==> src/cpc_regs.vh <==
// Register offsets, field positions, reset values and timing counts of the charge phase controller
`ifndef CPC_REGS_VH
`define CPC_REGS_VH

`define CPC_OFS_CTRL       8'h00
`define CPC_OFS_LIMIT      8'h04
`define CPC_OFS_FLOOR      8'h08
`define CPC_OFS_STATUS     8'h0c
`define CPC_OFS_IRQ_STAT   8'h10
`define CPC_OFS_IRQ_MASK   8'h14
`define CPC_OFS_TARGET     8'h18

// Control register fields
`define CPC_CTRL_DSEL      0
`define CPC_CTRL_TRK_LVL   1
`define CPC_CTRL_SENSE     2
`define CPC_CTRL_PRE_DIS   3
`define CPC_CTRL_TGT_SRC   4
`define CPC_CTRL_TERM_DIS  5
`define CPC_CTRL_TERM_SEL  6
`define CPC_CTRL_MASK      16'h737f
`define CPC_CTRL_RST       16'h1000
`define CPC_LIMIT_MASK     32'h0707ff7f
`define CPC_LIMIT_RST      32'h0000ff7f
`define CPC_FLOOR_RST      9'h02c

// Interrupt bits
`define CPC_IRQ_EOC        0
`define CPC_IRQ_RECH       1
`define CPC_IRQ_FLOOR      2

// Phases
`define CPC_PH_IDLE        3'h0
`define CPC_PH_TRICKLE     3'h1
`define CPC_PH_CC          3'h2
`define CPC_PH_CV          3'h3
`define CPC_PH_EOC         3'h4

// Cell reference, percentages, end of charge divisors, clamp and derating step
`define CPC_CELL_REF_MV    16'd4200
`define CPC_TRK_HI_PCT     24'd70
`define CPC_TRK_LO_PCT     24'd60
`define CPC_CV_PCT         24'd98
`define CPC_RECH_PCT       24'd95
`define CPC_TRK_BUS_PCT    24'd22
`define CPC_TRK_BAT_PCT    24'd10
`define CPC_EOC_DIV_HI     24'd10
`define CPC_EOC_DIV_LO     24'd25
`define CPC_CLAMP_MV       16'd125
`define CPC_DERATE_STEP_MA 16'd50

// Timing: one time unit of the alert pulse is one millisecond tick
`define CPC_CLK_HZ         20000000
`define CPC_TICK_US        1000
`define CPC_TICK_CYC       ((`CPC_CLK_HZ / 1000000) * `CPC_TICK_US)
`define CPC_DEGLITCH_MS    8'd220
`define CPC_ALERT_TICKS    2'd1

`endif

==> src/cpc_sync3.v <==
// Three-stage pin synchroniser with agreement filter
`timescale 1ns/1ps
module cpc_sync3 #(
    parameter RST_VAL = 1'b0
) (
    input  wire clk_sys,
    input  wire sys_rst,
    input  wire pin_in,
    output reg  level
);
    reg s1;
    reg s2;
    reg s3;

    // s1 feeds s2 only; a change counts once s2 and s3 agree
    always @(posedge clk_sys or posedge sys_rst) begin
        if (sys_rst) begin
            s1    <= RST_VAL;
            s2    <= RST_VAL;
            s3    <= RST_VAL;
            level <= RST_VAL;
        end else begin
            s1 <= pin_in;
            s2 <= s1;
            s3 <= s2;
            if (s2 == s3) begin
                level <= s3;
            end
        end
    end
endmodule

==> src/cpc_tick.v <==
// Divider producing a one-cycle enable every DIV cycles
`timescale 1ns/1ps
module cpc_tick #(
    parameter DIV = 20000
) (
    input  wire clk_sys,
    input  wire sys_rst,
    output reg  tick
);
    reg [23:0] cnt;

    always @(posedge clk_sys or posedge sys_rst) begin
        if (sys_rst) begin
            cnt  <= 24'h000000;
            tick <= 1'b0;
        end else if (cnt == DIV - 1) begin
            cnt  <= 24'h000000;
            tick <= 1'b1;
        end else begin
            cnt  <= cnt + 24'h000001;
            tick <= 1'b0;
        end
    end
endmodule

==> src/cpc_charge_phase.v <==
// Charge phase sequencer with APB register file, input floor derating and alert pulse
//
// The APB interface to the registers and the register offsets were decided locally.
`timescale 1ns/1ps
`include "cpc_regs.vh"
////////////////////////////////////////////////////////////////////////////////
// What this block does
// - Select bit clear means charging mode, energy from bus to battery.
// - Trickle threshold is 70% or 60% of 4.2V per cell times cells, or of the external target when that source is selected.
// - Trickle limits input current to 22% or battery current to 10%.
// - Precharge disable skips trickle and goes straight to constant current.
// - Constant current regulates whichever current limit is reached first.
// - External target source ignores cell count and per-cell voltage fields.
// - Constant voltage starts at 98% of target and holds the target.
// - End of charge needs voltage above 98% and current below 1/10 or 1/25.
// - In end of charge, termination disable picks stop or keep regulating.
// - After termination, below 95% clears the flag and re-enters constant current.
// - Bus sag to the floor threshold reduces charging current automatically.
// - Floor code is scaled by the floor scale bit, 0x2C is 4.5V, 0x95 15V.
// - Constant voltage target rises by current times impedance, capped at 125mV.
// - Input current scale 01 means 6x, 10 means 3x.
// - Charging starts 220 ms after the power stop pin goes low.
// - Each alert is an active-low pulse of one time unit.
module cpc_charge_phase #(
    parameter TICK_CYC = `CPC_TICK_CYC
) (
    input  wire        clk_sys,
    input  wire        sys_rst,
    input  wire        psel,
    input  wire        penable,
    input  wire        pwrite,
    input  wire [7:0]  paddr,
    input  wire [31:0] pwdata,
    output reg  [31:0] prdata,
    output reg         pready,
    output reg         pslverr,
    input  wire        power_stop_pin,
    input  wire [15:0] bat_mv,
    input  wire [15:0] bus_mv,
    input  wire [15:0] bat_ma,
    input  wire [15:0] bus_ma,
    input  wire [15:0] ext_target_mv,
    output reg         charge_mode,
    output reg         charge_enable,
    output reg  [2:0]  phase_out,
    output reg  [15:0] bus_limit_ma,
    output reg  [15:0] bat_limit_ma,
    output reg  [15:0] vreg_mv,
    output reg         bus_loop,
    output reg         floor_active,
    output reg         eoc_flag,
    output reg         irq,
    output reg         alert_n
);
    ////////////////////////////////////////////////////////////////////////////
    // Registers and fields
    reg  [15:0] ctrl;
    reg  [31:0] limit;
    reg  [8:0]  floor_cfg;
    reg  [2:0]  irq_stat;
    reg  [2:0]  irq_mask;
    reg  [2:0]  phase;
    reg  [15:0] derate_ma;
    reg  [7:0]  dg_cnt;
    reg  [1:0]  alert_cnt;
    reg         alert_pend;
    reg         floor_prev;

    wire        charge_discharge_select       = ctrl[`CPC_CTRL_DSEL];
    wire        trickle_level_select          = ctrl[`CPC_CTRL_TRK_LVL];
    wire        charge_current_sense_select   = ctrl[`CPC_CTRL_SENSE];
    wire        precharge_disable             = ctrl[`CPC_CTRL_PRE_DIS];
    wire        target_source_select          = ctrl[`CPC_CTRL_TGT_SRC];
    wire        termination_disable           = ctrl[`CPC_CTRL_TERM_DIS];
    wire        termination_select            = ctrl[`CPC_CTRL_TERM_SEL];
    wire [1:0]  series_cell_count             = ctrl[9:8];
    wire [2:0]  per_cell_voltage_select       = ctrl[14:12];
    wire [6:0]  input_current_limit_code      = limit[6:0];
    wire [7:0]  battery_current_limit_code    = limit[15:8];
    wire [1:0]  input_current_scale           = limit[17:16];
    wire        battery_current_scale         = limit[18];
    wire [2:0]  impedance_comp_value          = limit[26:24];
    wire [7:0]  floor_code                    = floor_cfg[7:0];
    wire        floor_scale                   = floor_cfg[8];

    wire        tick;
    wire        stop_level;

    cpc_tick #(.DIV(TICK_CYC)) u_tick (
        .clk_sys (clk_sys),
        .sys_rst (sys_rst),
        .tick    (tick)
    );

    cpc_sync3 #(.RST_VAL(1'b1)) u_stop_sync (
        .clk_sys (clk_sys),
        .sys_rst (sys_rst),
        .pin_in  (power_stop_pin),
        .level   (stop_level)
    );

    ////////////////////////////////////////////////////////////////////////////
    // Targets and thresholds
    reg  [15:0] cell_mv;
    always @* begin
        case (per_cell_voltage_select)
            3'h0:    cell_mv = 16'd4100;
            3'h1:    cell_mv = 16'd4200;
            3'h2:    cell_mv = 16'd4250;
            3'h3:    cell_mv = 16'd4300;
            3'h4:    cell_mv = 16'd4350;
            3'h5:    cell_mv = 16'd4400;
            3'h6:    cell_mv = 16'd4450;
            default: cell_mv = 16'd4500;
        endcase
    end

    wire [15:0] cells_n    = {13'h0000, {1'b0, series_cell_count} + 3'h1};
    wire [15:0] int_tgt    = cells_n * cell_mv;
    wire [15:0] target_mv  = target_source_select ? ext_target_mv : int_tgt;
    wire [15:0] trk_ref    = target_source_select ? ext_target_mv
                                                  : cells_n * `CPC_CELL_REF_MV;
    wire [23:0] trk_pct    = trickle_level_select ? `CPC_TRK_LO_PCT
                                                  : `CPC_TRK_HI_PCT;
    wire [23:0] v100       = bat_mv * 24'd100;
    wire [23:0] tgt98      = target_mv * `CPC_CV_PCT;
    wire        below_trk  = v100 < trk_ref * trk_pct;
    wire        at_cv      = v100 >= tgt98;
    wire        above_eoc  = v100 > tgt98;
    wire        below_rech = v100 < target_mv * `CPC_RECH_PCT;

    ////////////////////////////////////////////////////////////////////////////
    // Current limits in mA, full scale at the top code with a 10 mOhm sense
    wire [15:0] bus_full   = (input_current_scale == 2'b10) ? 16'd3000 : 16'd6000;
    wire [15:0] bat_full   = battery_current_scale ? 16'd12000 : 16'd6000;
    wire [23:0] bus_prod   = ({17'h00000, input_current_limit_code} + 24'd1) * bus_full;
    wire [23:0] bat_prod   = ({16'h0000, battery_current_limit_code} + 24'd1) * bat_full;
    wire [15:0] bus_lim    = bus_prod[22:7];
    wire [15:0] bat_lim    = bat_prod[23:8];
    wire [23:0] bus_trk    = (bus_lim * `CPC_TRK_BUS_PCT) / 24'd100;
    wire [23:0] bat_trk    = (bat_lim * `CPC_TRK_BAT_PCT) / 24'd100;
    wire        trickle    = (phase == `CPC_PH_TRICKLE);
    wire [15:0] bus_base   = (trickle & ~charge_current_sense_select) ? bus_trk[15:0]
                                                                      : bus_lim;
    wire [15:0] bat_base   = (trickle & charge_current_sense_select) ? bat_trk[15:0]
                                                                     : bat_lim;

    // End of charge current test on the selected side
    wire [15:0] i_sel      = charge_current_sense_select ? bat_ma : bus_ma;
    wire [15:0] lim_sel    = charge_current_sense_select ? bat_lim : bus_lim;
    wire [23:0] i_div      = i_sel * (termination_select ? `CPC_EOC_DIV_HI
                                                         : `CPC_EOC_DIV_LO);
    wire        i_low      = i_div < {8'h00, lim_sel};

    // The loop whose current sits closer to its own limit takes control
    wire [31:0] bus_frac   = bus_ma * bat_lim;
    wire [31:0] bat_frac   = bat_ma * bus_lim;

    ////////////////////////////////////////////////////////////////////////////
    // Input floor and impedance compensation
    wire [15:0] floor_mv   = floor_scale ? (floor_code * 16'd40 + 16'd40)
                                         : (floor_code * 16'd100 + 16'd100);
    wire [23:0] comp_raw   = (bat_ma * {21'h000000, impedance_comp_value}) / 24'd50;
    wire [15:0] comp_mv    = (comp_raw > {8'h00, `CPC_CLAMP_MV}) ? `CPC_CLAMP_MV
                                                               : comp_raw[15:0];

    ////////////////////////////////////////////////////////////////////////////
    // Session gating and phase sequencer
    wire        dg_done    = (dg_cnt == `CPC_DEGLITCH_MS);
    wire        run        = ~charge_discharge_select & dg_done;
    wire        floor_hit  = run & (phase != `CPC_PH_IDLE) & (bus_mv <= floor_mv);
    reg  [2:0]  next_phase;

    always @* begin
        next_phase = phase;
        case (phase)
            `CPC_PH_IDLE: begin
                if (run) begin
                    next_phase = (below_trk & ~precharge_disable) ? `CPC_PH_TRICKLE
                                                                  : `CPC_PH_CC;
                end
            end
            `CPC_PH_TRICKLE: begin
                if (precharge_disable | ~below_trk) begin
                    next_phase = `CPC_PH_CC;
                end
            end
            `CPC_PH_CC: begin
                if (at_cv) begin
                    next_phase = `CPC_PH_CV;
                end
            end
            `CPC_PH_CV: begin
                if (above_eoc & i_low) begin
                    next_phase = `CPC_PH_EOC;
                end
            end
            `CPC_PH_EOC: begin
                if (~termination_disable & below_rech) begin
                    next_phase = `CPC_PH_CC;
                end
            end
            default: next_phase = `CPC_PH_IDLE;
        endcase
        if (~run) begin
            next_phase = `CPC_PH_IDLE;
        end
    end

    wire ev_eoc   = (phase == `CPC_PH_CV) & (next_phase == `CPC_PH_EOC);
    wire ev_rech  = (phase == `CPC_PH_EOC) & (next_phase == `CPC_PH_CC);
    wire ev_floor = floor_hit & ~floor_prev;
    wire [2:0] events = {ev_floor, ev_rech, ev_eoc};

    always @(posedge clk_sys or posedge sys_rst) begin
        if (sys_rst) begin
            phase      <= `CPC_PH_IDLE;
            eoc_flag   <= 1'b0;
            floor_prev <= 1'b0;
            dg_cnt     <= 8'h00;
            derate_ma  <= 16'h0000;
        end else begin
            phase      <= next_phase;
            floor_prev <= floor_hit;
            if (ev_eoc) begin
                eoc_flag <= 1'b1;
            end else if (ev_rech | ~run) begin
                eoc_flag <= 1'b0;
            end
            // Pin high restarts the wait; low must hold a full interval
            if (stop_level) begin
                dg_cnt <= 8'h00;
            end else if (tick & ~dg_done) begin
                dg_cnt <= dg_cnt + 8'h01;
            end
            // Step down while sagging, recover by the same step per tick once the bus lifts
            if (tick) begin
                if (floor_hit) begin
                    if (derate_ma < bus_base) begin
                        derate_ma <= derate_ma + `CPC_DERATE_STEP_MA;
                    end
                end else if (derate_ma >= `CPC_DERATE_STEP_MA) begin
                    derate_ma <= derate_ma - `CPC_DERATE_STEP_MA;
                end else begin
                    derate_ma <= 16'h0000;
                end
            end
        end
    end

    ////////////////////////////////////////////////////////////////////////////
    // Registered outputs to the power stage
    wire stopped = (phase == `CPC_PH_EOC) & ~termination_disable;

    always @(posedge clk_sys or posedge sys_rst) begin
        if (sys_rst) begin
            charge_mode   <= 1'b1;
            charge_enable <= 1'b0;
            phase_out     <= `CPC_PH_IDLE;
            bus_limit_ma  <= 16'h0000;
            bat_limit_ma  <= 16'h0000;
            vreg_mv       <= 16'h0000;
            bus_loop      <= 1'b0;
            floor_active  <= 1'b0;
        end else begin
            charge_mode   <= ~charge_discharge_select;
            charge_enable <= (phase != `CPC_PH_IDLE) & ~stopped;
            phase_out     <= phase;
            bus_limit_ma  <= (bus_base > derate_ma) ? bus_base - derate_ma
                                                    : 16'h0000;
            bat_limit_ma  <= bat_base;
            vreg_mv       <= (phase == `CPC_PH_CV) ? target_mv + comp_mv
                                                   : target_mv;
            bus_loop      <= (bus_frac >= bat_frac);
            floor_active  <= floor_hit;
        end
    end

    ////////////////////////////////////////////////////////////////////////////
    // Alert pulse, aligned to the tick so its width is one whole unit
    reg [1:0] next_alert_cnt;
    always @* begin
        next_alert_cnt = alert_cnt;
        if (tick) begin
            if (alert_cnt != 2'd0) begin
                next_alert_cnt = alert_cnt - 2'd1;
            end else if (alert_pend) begin
                next_alert_cnt = `CPC_ALERT_TICKS;
            end
        end
    end

    always @(posedge clk_sys or posedge sys_rst) begin
        if (sys_rst) begin
            alert_cnt  <= 2'd0;
            alert_pend <= 1'b0;
            alert_n    <= 1'b1;
        end else begin
            alert_cnt <= next_alert_cnt;
            alert_n   <= (next_alert_cnt == 2'd0);
            if (|(events & irq_mask)) begin
                alert_pend <= 1'b1;
            end else if (tick & (alert_cnt == 2'd0)) begin
                alert_pend <= 1'b0;
            end
        end
    end

    ////////////////////////////////////////////////////////////////////////////
    // APB slave, one wait state
    wire        access = psel & penable & ~pready;
    wire        wr     = access & pwrite;
    wire [2:0]  w1c    = (wr && paddr == `CPC_OFS_IRQ_STAT) ? pwdata[2:0] : 3'h0;
    reg  [31:0] rd_val;
    reg         rd_err;

    always @* begin
        rd_err = 1'b0;
        case (paddr)
            `CPC_OFS_CTRL:     rd_val = {16'h0000, ctrl};
            `CPC_OFS_LIMIT:    rd_val = limit;
            `CPC_OFS_FLOOR:    rd_val = {23'h000000, floor_cfg};
            `CPC_OFS_STATUS:   rd_val = {23'h000000, stop_level, bus_loop, run,
                                         floor_active, eoc_flag, 1'b0, phase};
            `CPC_OFS_IRQ_STAT: rd_val = {29'h00000000, irq_stat};
            `CPC_OFS_IRQ_MASK: rd_val = {29'h00000000, irq_mask};
            `CPC_OFS_TARGET:   rd_val = {floor_mv, vreg_mv};
            default: begin
                rd_val = 32'h00000000;
                rd_err = 1'b1;
            end
        endcase
    end

    always @(posedge clk_sys or posedge sys_rst) begin
        if (sys_rst) begin
            ctrl      <= `CPC_CTRL_RST;
            limit     <= `CPC_LIMIT_RST;
            floor_cfg <= `CPC_FLOOR_RST;
            irq_mask  <= 3'h0;
            irq_stat  <= 3'h0;
            irq       <= 1'b0;
            pready    <= 1'b0;
            pslverr   <= 1'b0;
            prdata    <= 32'h00000000;
        end else begin
            pready  <= access;
            pslverr <= access & rd_err;
            prdata  <= (access & ~pwrite) ? rd_val : 32'h00000000;
            if (wr) begin
                case (paddr)
                    `CPC_OFS_CTRL:     ctrl      <= pwdata[15:0] & `CPC_CTRL_MASK;
                    `CPC_OFS_LIMIT:    limit     <= pwdata & `CPC_LIMIT_MASK;
                    `CPC_OFS_FLOOR:    floor_cfg <= pwdata[8:0];
                    `CPC_OFS_IRQ_MASK: irq_mask  <= pwdata[2:0];
                    default: ;
                endcase
            end
            // A new event wins over a clear in the same cycle
            irq_stat <= (irq_stat & ~w1c) | events;
            irq      <= |(((irq_stat & ~w1c) | events) & irq_mask);
        end
    end
endmodule

==> config.mk <==
export PLATFORM = sky130hd
export DESIGN_NAME = cpc_charge_phase
export DESIGN_NICKNAME = d
export VERILOG_FILES = /design/src/cpc_sync3.v /design/src/cpc_tick.v /design/src/cpc_charge_phase.v
export VERILOG_INCLUDE_DIRS = /design/src
export SDC_FILE = /design/constraint.sdc
export NUM_CORES = 2
export LEC_CHECK = 0
export BUFFER_PORTS_ARGS = -buffer_cell sky130_fd_sc_hd__buf_4
export CORE_ASPECT_RATIO = 0.9
export CORE_MARGIN = 2
export CORE_UTILIZATION = 40
export CTS_BUF_LIST = sky130_fd_sc_hd__clkbuf_8
export DETAILED_ROUTE_END_ITERATION = 7
export GPL_TIMING_DRIVEN = 0
export SYNTH_ARGS = -nofsm -noshare
export SYNTH_HDL_FRONTEND = slang
export SYNTH_HIERARCHICAL = 1
export SYNTH_SLANG_ARGS = --single-unit
==> constraint.sdc <==
create_clock -name clk_sys -period 24.4 [get_ports clk_sys]
set_clock_uncertainty 0.2 [all_clocks]
set_input_delay 1.22 -clock clk_sys [delete_from_list [all_inputs] [get_ports clk_sys]]
set_output_delay 1.22 -clock clk_sys [all_outputs]
set_load 0.03 [all_outputs]
# Word level (Yosys, flattened, before mapping)
# Cells that the tools add are included.
dict set report word_totals {
  reg_bits 199
  wordCells 192
}
dict set report op_classes {
  add_sub_neg 12
  mul 16
  n_div 3
  n_lt_le_gt_ge 11
  eq_ne 23
  mux 40
  bitwise_logic 38
  n_reduce_logical 19
}
# cell count
set ops {}
lappend ops {{32-bit case mux with 7 select lines} 1}
lappend ops {{16-bit 2-to-1 mux} 12}
lappend ops {{9-bit case mux with 7 select lines} 1}
lappend ops {{23-bit less-than comparator} 2}
lappend ops {{32-bit 2-to-1 mux} 1}
lappend ops {{31-bit by 30-bit >= comparator with 1-bit output} 1}
lappend ops {{16-bit by 15-bit multiplier with 31-bit output} 1}
lappend ops {{16-bit by 14-bit multiplier with 30-bit output} 1}
lappend ops {{24-bit by 1-bit adder with 24-bit output (second input constant)} 1}
lappend ops {{19-bit by 6-bit divider with 24-bit output (second input constant)} 1}
lappend ops {{20-bit by 7-bit divider with 24-bit output (second input constant)} 1}
lappend ops {{21-bit by 7-bit divider with 24-bit output (second input constant)} 1}
lappend ops {{24-bit by 15-bit equality test with 1-bit output (second input constant)} 1}
lappend ops {{8-bit by 5-bit equality test with 1-bit output (second input constant)} 3}
lappend ops {{24-bit by 7-bit greater-than comparator with 1-bit output (second input constant)} 1}
lappend ops {{24-bit 2-to-1 mux} 1}
lappend ops {{23-bit >= comparator} 1}
lappend ops {{23-bit greater-than comparator} 1}
lappend ops {{16-bit by 7-bit multiplier with 23-bit output} 1}
lappend ops {{16-bit by 7-bit multiplier with 23-bit output (second input constant)} 1}
lappend ops {{9-bit by 14-bit multiplier with 23-bit output} 1}
lappend ops {{16-bit by 6-bit multiplier with 22-bit output (second input constant)} 1}
lappend ops {{21-bit by 15-bit less-than comparator with 1-bit output} 1}
lappend ops {{16-bit by 5-bit multiplier with 21-bit output} 1}
lappend ops {{58 further kinds} 124}

# Depth between registers and ports, before layout
dict set report depth {
  depth_word 15
  ltp_mapped 103
}

# Modules after synthesis
# The synthesis kept the hierarchy.
# module instances cells_per_inst area_each_um2 seq_area_each_um2
set modules_own_cells {}
lappend modules_own_cells {cpc_charge_phase 1 6830 56112.6 4230.3}
lappend modules_own_cells {cpc_tick 1 101 1147.4 625.6}
lappend modules_own_cells {cpc_sync3 1 6 120.1 105.1}

# Least setup slack after synthesis
# OpenSTA, ideal clock, no wires.
dict set report synth_timing {
  kind {reg2reg}
  from {register limit[0]}
  to {register bus_limit_ma[15]}
  setup_ns 0.120
  arrival_ns 20.886
  required_time_ns 24.080
  path_slack_ns 3.194
  stages_incl_launch_ff 97
  cell_sequence {dfstp_2 > clkbuf_1 > nand3_1 > xor2_1 > nor2_1 > or2_2 > ha_1 > inv_1 > fa_1 > inv_1 > fa_1 > inv_1 > fa_1 > inv_1 > ha_1 > inv_1 > o21bai_1 > a21oi_1 > [... 61 more ...] > a21oi_1 > ha_1 > o21a_1 > o21a_1 > o21ai_0 > nand2b_1 > a21o_1 > a21o_1 > a21o_1 > a21o_1 > a21o_1 > a21o_1 > a21o_1 > a21o_1 > a21oi_1 > nor2_1 > xor2_1 > nor2_1}
}
dict set report synth_between {
  elab_chain_len 7
  elab_cells_between_ends 8
  classes_between {add/sub (2); mul (2); div (1); order compare (1); mux (2)}
}
# element line_no
set synth_lines {}
lappend synth_lines {{start, declared} cpc_charge_phase.v:58} ;# reg [31:0] limit;
lappend synth_lines {{start signal, assigned} cpc_charge_phase.v:338} ;# limit <= `CPC_LIMIT_RST;
lappend synth_lines {{start signal, assigned} cpc_charge_phase.v:353} ;# `CPC_OFS_LIMIT: limit <= pwdata & `CPC_LIMIT_MASK;
lappend synth_lines {{7-bit by 1-bit adder with 8-bit output (*)} cpc_charge_phase.v:136} ;# wire [23:0] bus_prod = ({17'h00000, input_current_limit_code} + 24'd1) * bus_full;
lappend synth_lines {{8-bit by 13-bit multiplier with 21-bit output (*)} cpc_charge_phase.v:136}
lappend synth_lines {{14-bit by 4-bit multiplier with 18-bit output (no line)} -}
lappend synth_lines {{21-bit by 7-bit divider with 24-bit output} cpc_charge_phase.v:140} ;# wire [23:0] bus_trk = (bus_lim * `CPC_TRK_BUS_PCT) / 24'd100;
lappend synth_lines {{16-bit 2-to-1 mux (*)} cpc_charge_phase.v:143} ;# wire [15:0] bus_base = (trickle & ~charge_current_sense_select) ? bus_trk[15:0]
lappend synth_lines {{16-bit subtractor or 16-bit greater-than comparator (tied branches)} cpc_charge_phase.v:269} ;# bus_limit_ma <= (bus_base > derate_ma) ? bus_base - derate_ma
lappend synth_lines {{16-bit 2-to-1 mux (*)} cpc_charge_phase.v:269}
lappend synth_lines {{end signal, assigned} cpc_charge_phase.v:269}
lappend synth_lines {{end, declared} cpc_charge_phase.v:46} ;# output reg [15:0] bus_limit_ma,
# Every way passes the cells marked *; elsewhere a longest branch is shown, timed or not.
# A chain may end at the register's enable or synchronous reset.

# Final worst setup path
dict set report layout_timing {
  from {register limit[4]}
  to {register bus_limit_ma[15]}
}
# Same word-level chain as after synthesis.

==> summary.md <==
| Metric | Value |
|---|---|
| Status | finished with violations |
| Failing checks | capacitance limit, slew limit |
| Max Cap Viol | 1 |
| Busiest layer in global routing | met2 |
| Slowest cell on the critical path | dfstp_2 |
| Largest net degree at the start of global routing | about 120 |
| Core Region | ~0.14 mm^2 |
| Fin crit period | ~23 ns |
| Largest family of logic cells by synthesized area | adder cells |
| Via Count | between 50000 and 60000 |
| Worst Hold Margin | 0.168 ns |
| Die Y | ~360 um |
| Top cell by count, worst path | a21o_1 |
| Critical path arrival | 23.70 ns |
| Crit path launch type | register |
| # rows | between 100 and 150 |
| Number of synthesized flops with an enable pin | 0 |
| Initial antenna violation count | 10 |
| Max incr delay on CP | approximately 0.63 ns |
| Grt met3 use | under 10% |
| Total gr overflow | 0 |
| Longest Clk Path Bufs | 2 |
| Crit Path Category | reg -> reg |
| Worst hold path type | reg -> reg |
| Clock latency on the worst-skew pair | between 0.6 and 0.7 ns |
| Synth Area in Simple Gates | 17.0% |
| Die area | 0.146 mm^2 |
| Share of layout cells above drive strength 1 | approximately a tenth |
| GRT met2 Usage | a little under two fifths |
| Ys flop type | dfrtp_1 |
| Compound-gate portion of the synthesized area | between 15 and 20% |
| Gp weighted congestion | a little over 0.9 |
| Wire per inst | approximately 19 um |
| CTS tree | yes |
| Synth async-reset ratio | between 90% and 100% |
| Synthesized area per cell | 8.27 um^2 |
| H-tree levels | 4 |
| Seq/Total Area, Yosys | 8.65% |
| Post-DP HPWL | approximately 140 mm |
| CTS clock-pin slew for the worst setup and hold paths | 0.14 ns |
| Area Overhead vs Synth | 10.1% |
| Worst Max-Slew Pin Slew | roughly 1.5 ns |
| Final setup vio count | 0 |
| Worst-path fanout max | 10 |
| Relative slew margins | -0.128% |
| CTS root buf | clkbuf_8 |
| Cells on worst reg2reg path | 98 |
| Vias in the first global route | between 40000 and 50000 |
| Nets | 8764 |
| Final core utilization | 44.5% |
| Via/cell ratio | around 5.5 |
| Post-route setup slack | about 1.1 ns |
| First-pass GRT wire length | approximately 280 mm |
| Final period utilization | around 96% |
| Sink Count | between 150 and 200 |
| Port bufs | about 190 |
| Synth Warn # | 6 |
| Req. time, crit path | 24.75 ns |
| Mapped Cells | between 6000 and 7000 |
| Synthesized area | around 0.057 mm^2 |
| Met1 usage | ~34% |
| Netlist cell types | roughly 140 |
| Hold path depth | 0 |
| Final ANT Viol Nets | 0 |
| Synth Area in XOR/XNOR | around 6.4% |
| Tot GR Track Use | a little under a quarter |
| Slew Limit Fails | 1 |
| Iter 0 DRT Violations | slightly below 4000 |
| # IOs | 218 |
| Remaining DRCs | 0 |
| Place WS | -1.80 ns |
| Chip width | slightly above 400 um |
| Final wirelength | around 170 mm |
| Seq cells post-synth | 197 |
| Adder-cell share of the synthesized area | 39.1% |
| Final hold vios | 0 |
| TritonRoute pass-1 iters | 7 |
| Starting Density | between 40 and 50% |
| TritonCTS Buffers | 17 |
| Hold buffers post-CTS | 0 |
| Critical Path End Type | register |
| FMAX | around 43 MHz |
| Mux share of post-synthesis cell area | under 10% |
-- flip-flops by register name, indices dropped and copies added, names as in the netlist, 8 cells and up --
| name | count |
|---|---|
| vreg_mv | 16 |
| floor_cfg | 9 |
| limit | 21 |
| u_tick/cnt | 24 |
| ctrl | 12 |
| dg_cnt | 8 |
| bat_limit_ma | 15 |
| prdata | 32 |
| derate_ma | 15 |
| bus_limit_ma | 16 |
-- layout make-up --
type	count	area, um^2
repair buffers	254	1980
clock buffers	17	234
plain buffers	230	957
diodes	9	22.5
inverters	1059	3980
clock inverters	15	224
fillers	14100	78900
flip-flops and latches	197	4960
multi-input cells	5461	48500
well taps	1862	2330
-- critical path: cells and delay by family (launching register included) --
family | cells | cell delay [ns]
AOI/OAI and AO/OA | 48 | 10.57
adders and majority gates | 9 | 4.05
and+or+nand+nor | 17 | 3.83
muxes | 4 | 1.23
xor gates and xnor gates | 3 | 0.52
buffers and inverters | 17 | 2.17
DFF | 1 | 0.63
-- layer usage --
metal | routed length, um | up-vias
li1 | - | 24100
met1 | 83100 | 24700
met2 | 78400 | 1431
met3 | 9570 | 197
met4 | 3460 | 0
met5 | 0 | -
-- cells by family (layout without fill, tap and decap cells) --
logic type      after synthesis  in the layout
buf+inv                    1294           1575
other cells                   2             25
simple gates               1979           1979
mux                         149            149
xor+xnor                    414            415
fa+ha+maj                  1431           1431
compound gates             1471           1471
flops                       197            197
-- cell usage after synthesis (38+ instances only) --
cell / number / share of area, %
and2_1: 234 / 2.6
fa_1: 605 / 21
xnor2_1: 293 / 4.5
mux2i_1: 65 / 1.1
xor2_1: 117 / 1.8
a211oi_1: 40 / 0.52
and3_1: 38 / 0.41
o21bai_1: 92 / 1.2
o21a_1: 47 / 0.61
a21o_1: 105 / 1.4
nand2_1: 675 / 4.4
o21ai_0: 278 / 2.4
nor2b_1: 77 / 0.84
or2_2: 39 / 0.43
nand3_1: 123 / 1.1
nand2b_1: 84 / 0.92
mux2_2: 83 / 1.6
ha_1: 813 / 18
nor3_1: 130 / 1.1
a21oi_1: 404 / 3.5
nand4_1: 71 / 0.77
o211ai_1: 49 / 0.64
a31oi_1: 42 / 0.46
inv_1: 1054 / 6.9
dfrtp_1: 172 / 7.5
nor2_1: 363 / 2.4
clkbuf_1: 202 / 1.3
-- timing repair --
item | CTS | global route
resized for setup | 53 | 103
pin swaps | 12 | 20
setup buffers | 19 | 34
endpoints found under the setup margin | 30 | 30
gates cloned | 0 | 1
-- final timing paths --
path                           startpoint                to  slack [ns]
max                              limit[4]  bus_limit_ma[15]        1.05
min in group asynchronous         sys_rst      derate_ma[4]        0.46
min reg2reg                u_stop_sync/s1    u_stop_sync/s2        0.17
max in group asynchronous         sys_rst  bus_limit_ma[14]       22.51
max reg2reg                      limit[4]  bus_limit_ma[15]        1.05
min                        u_stop_sync/s1    u_stop_sync/s2        0.17
-- cell usage in the layout (no fill, tap or decap), drive strengths merged, types with 20 or more instances in the layout --
master,synthesis,routed
o21ai,302,302
fa,605,605
and3,38,38
o21a,47,47
a21oi,413,413
inv,1055,1066
a31oi,43,43
or3,36,36
xor2,118,118
dfstp,25,25
nor2,367,367
o2111ai,20,20
and2,237,237
nor4,32,32
buf,33,286
o21bai,93,93
mux2,84,84
xnor2,295,296
a21o,105,105
nand4,73,73
o31ai,25,25
nor3,135,135
or2,44,44
clkbuf,202,215
mux2i,65,65
ha,813,813
a22oi,23,23
nor2b,77,77
nand2,678,678
nand2b,84,84
dfrtp,172,172
o211ai,52,52
nand3,124,124
a211oi,46,46
-- metrics by stage --
stage	TNS, ns	std cells	instance area [um^2]
6_report	0	9104	63200
2_1_floorplan	0	6951	57400
5_1_grt	-0.130	9099	63200
4_1_cts	0	9063	62300
3_3_place_gp	-37.33	9005	61200
3_5_place_dp	-41.23	9013	61400
Power is left out: the tool's default activity adds up to more than one toggle a clock period on the data nets, which glitch-free logic cannot reach.
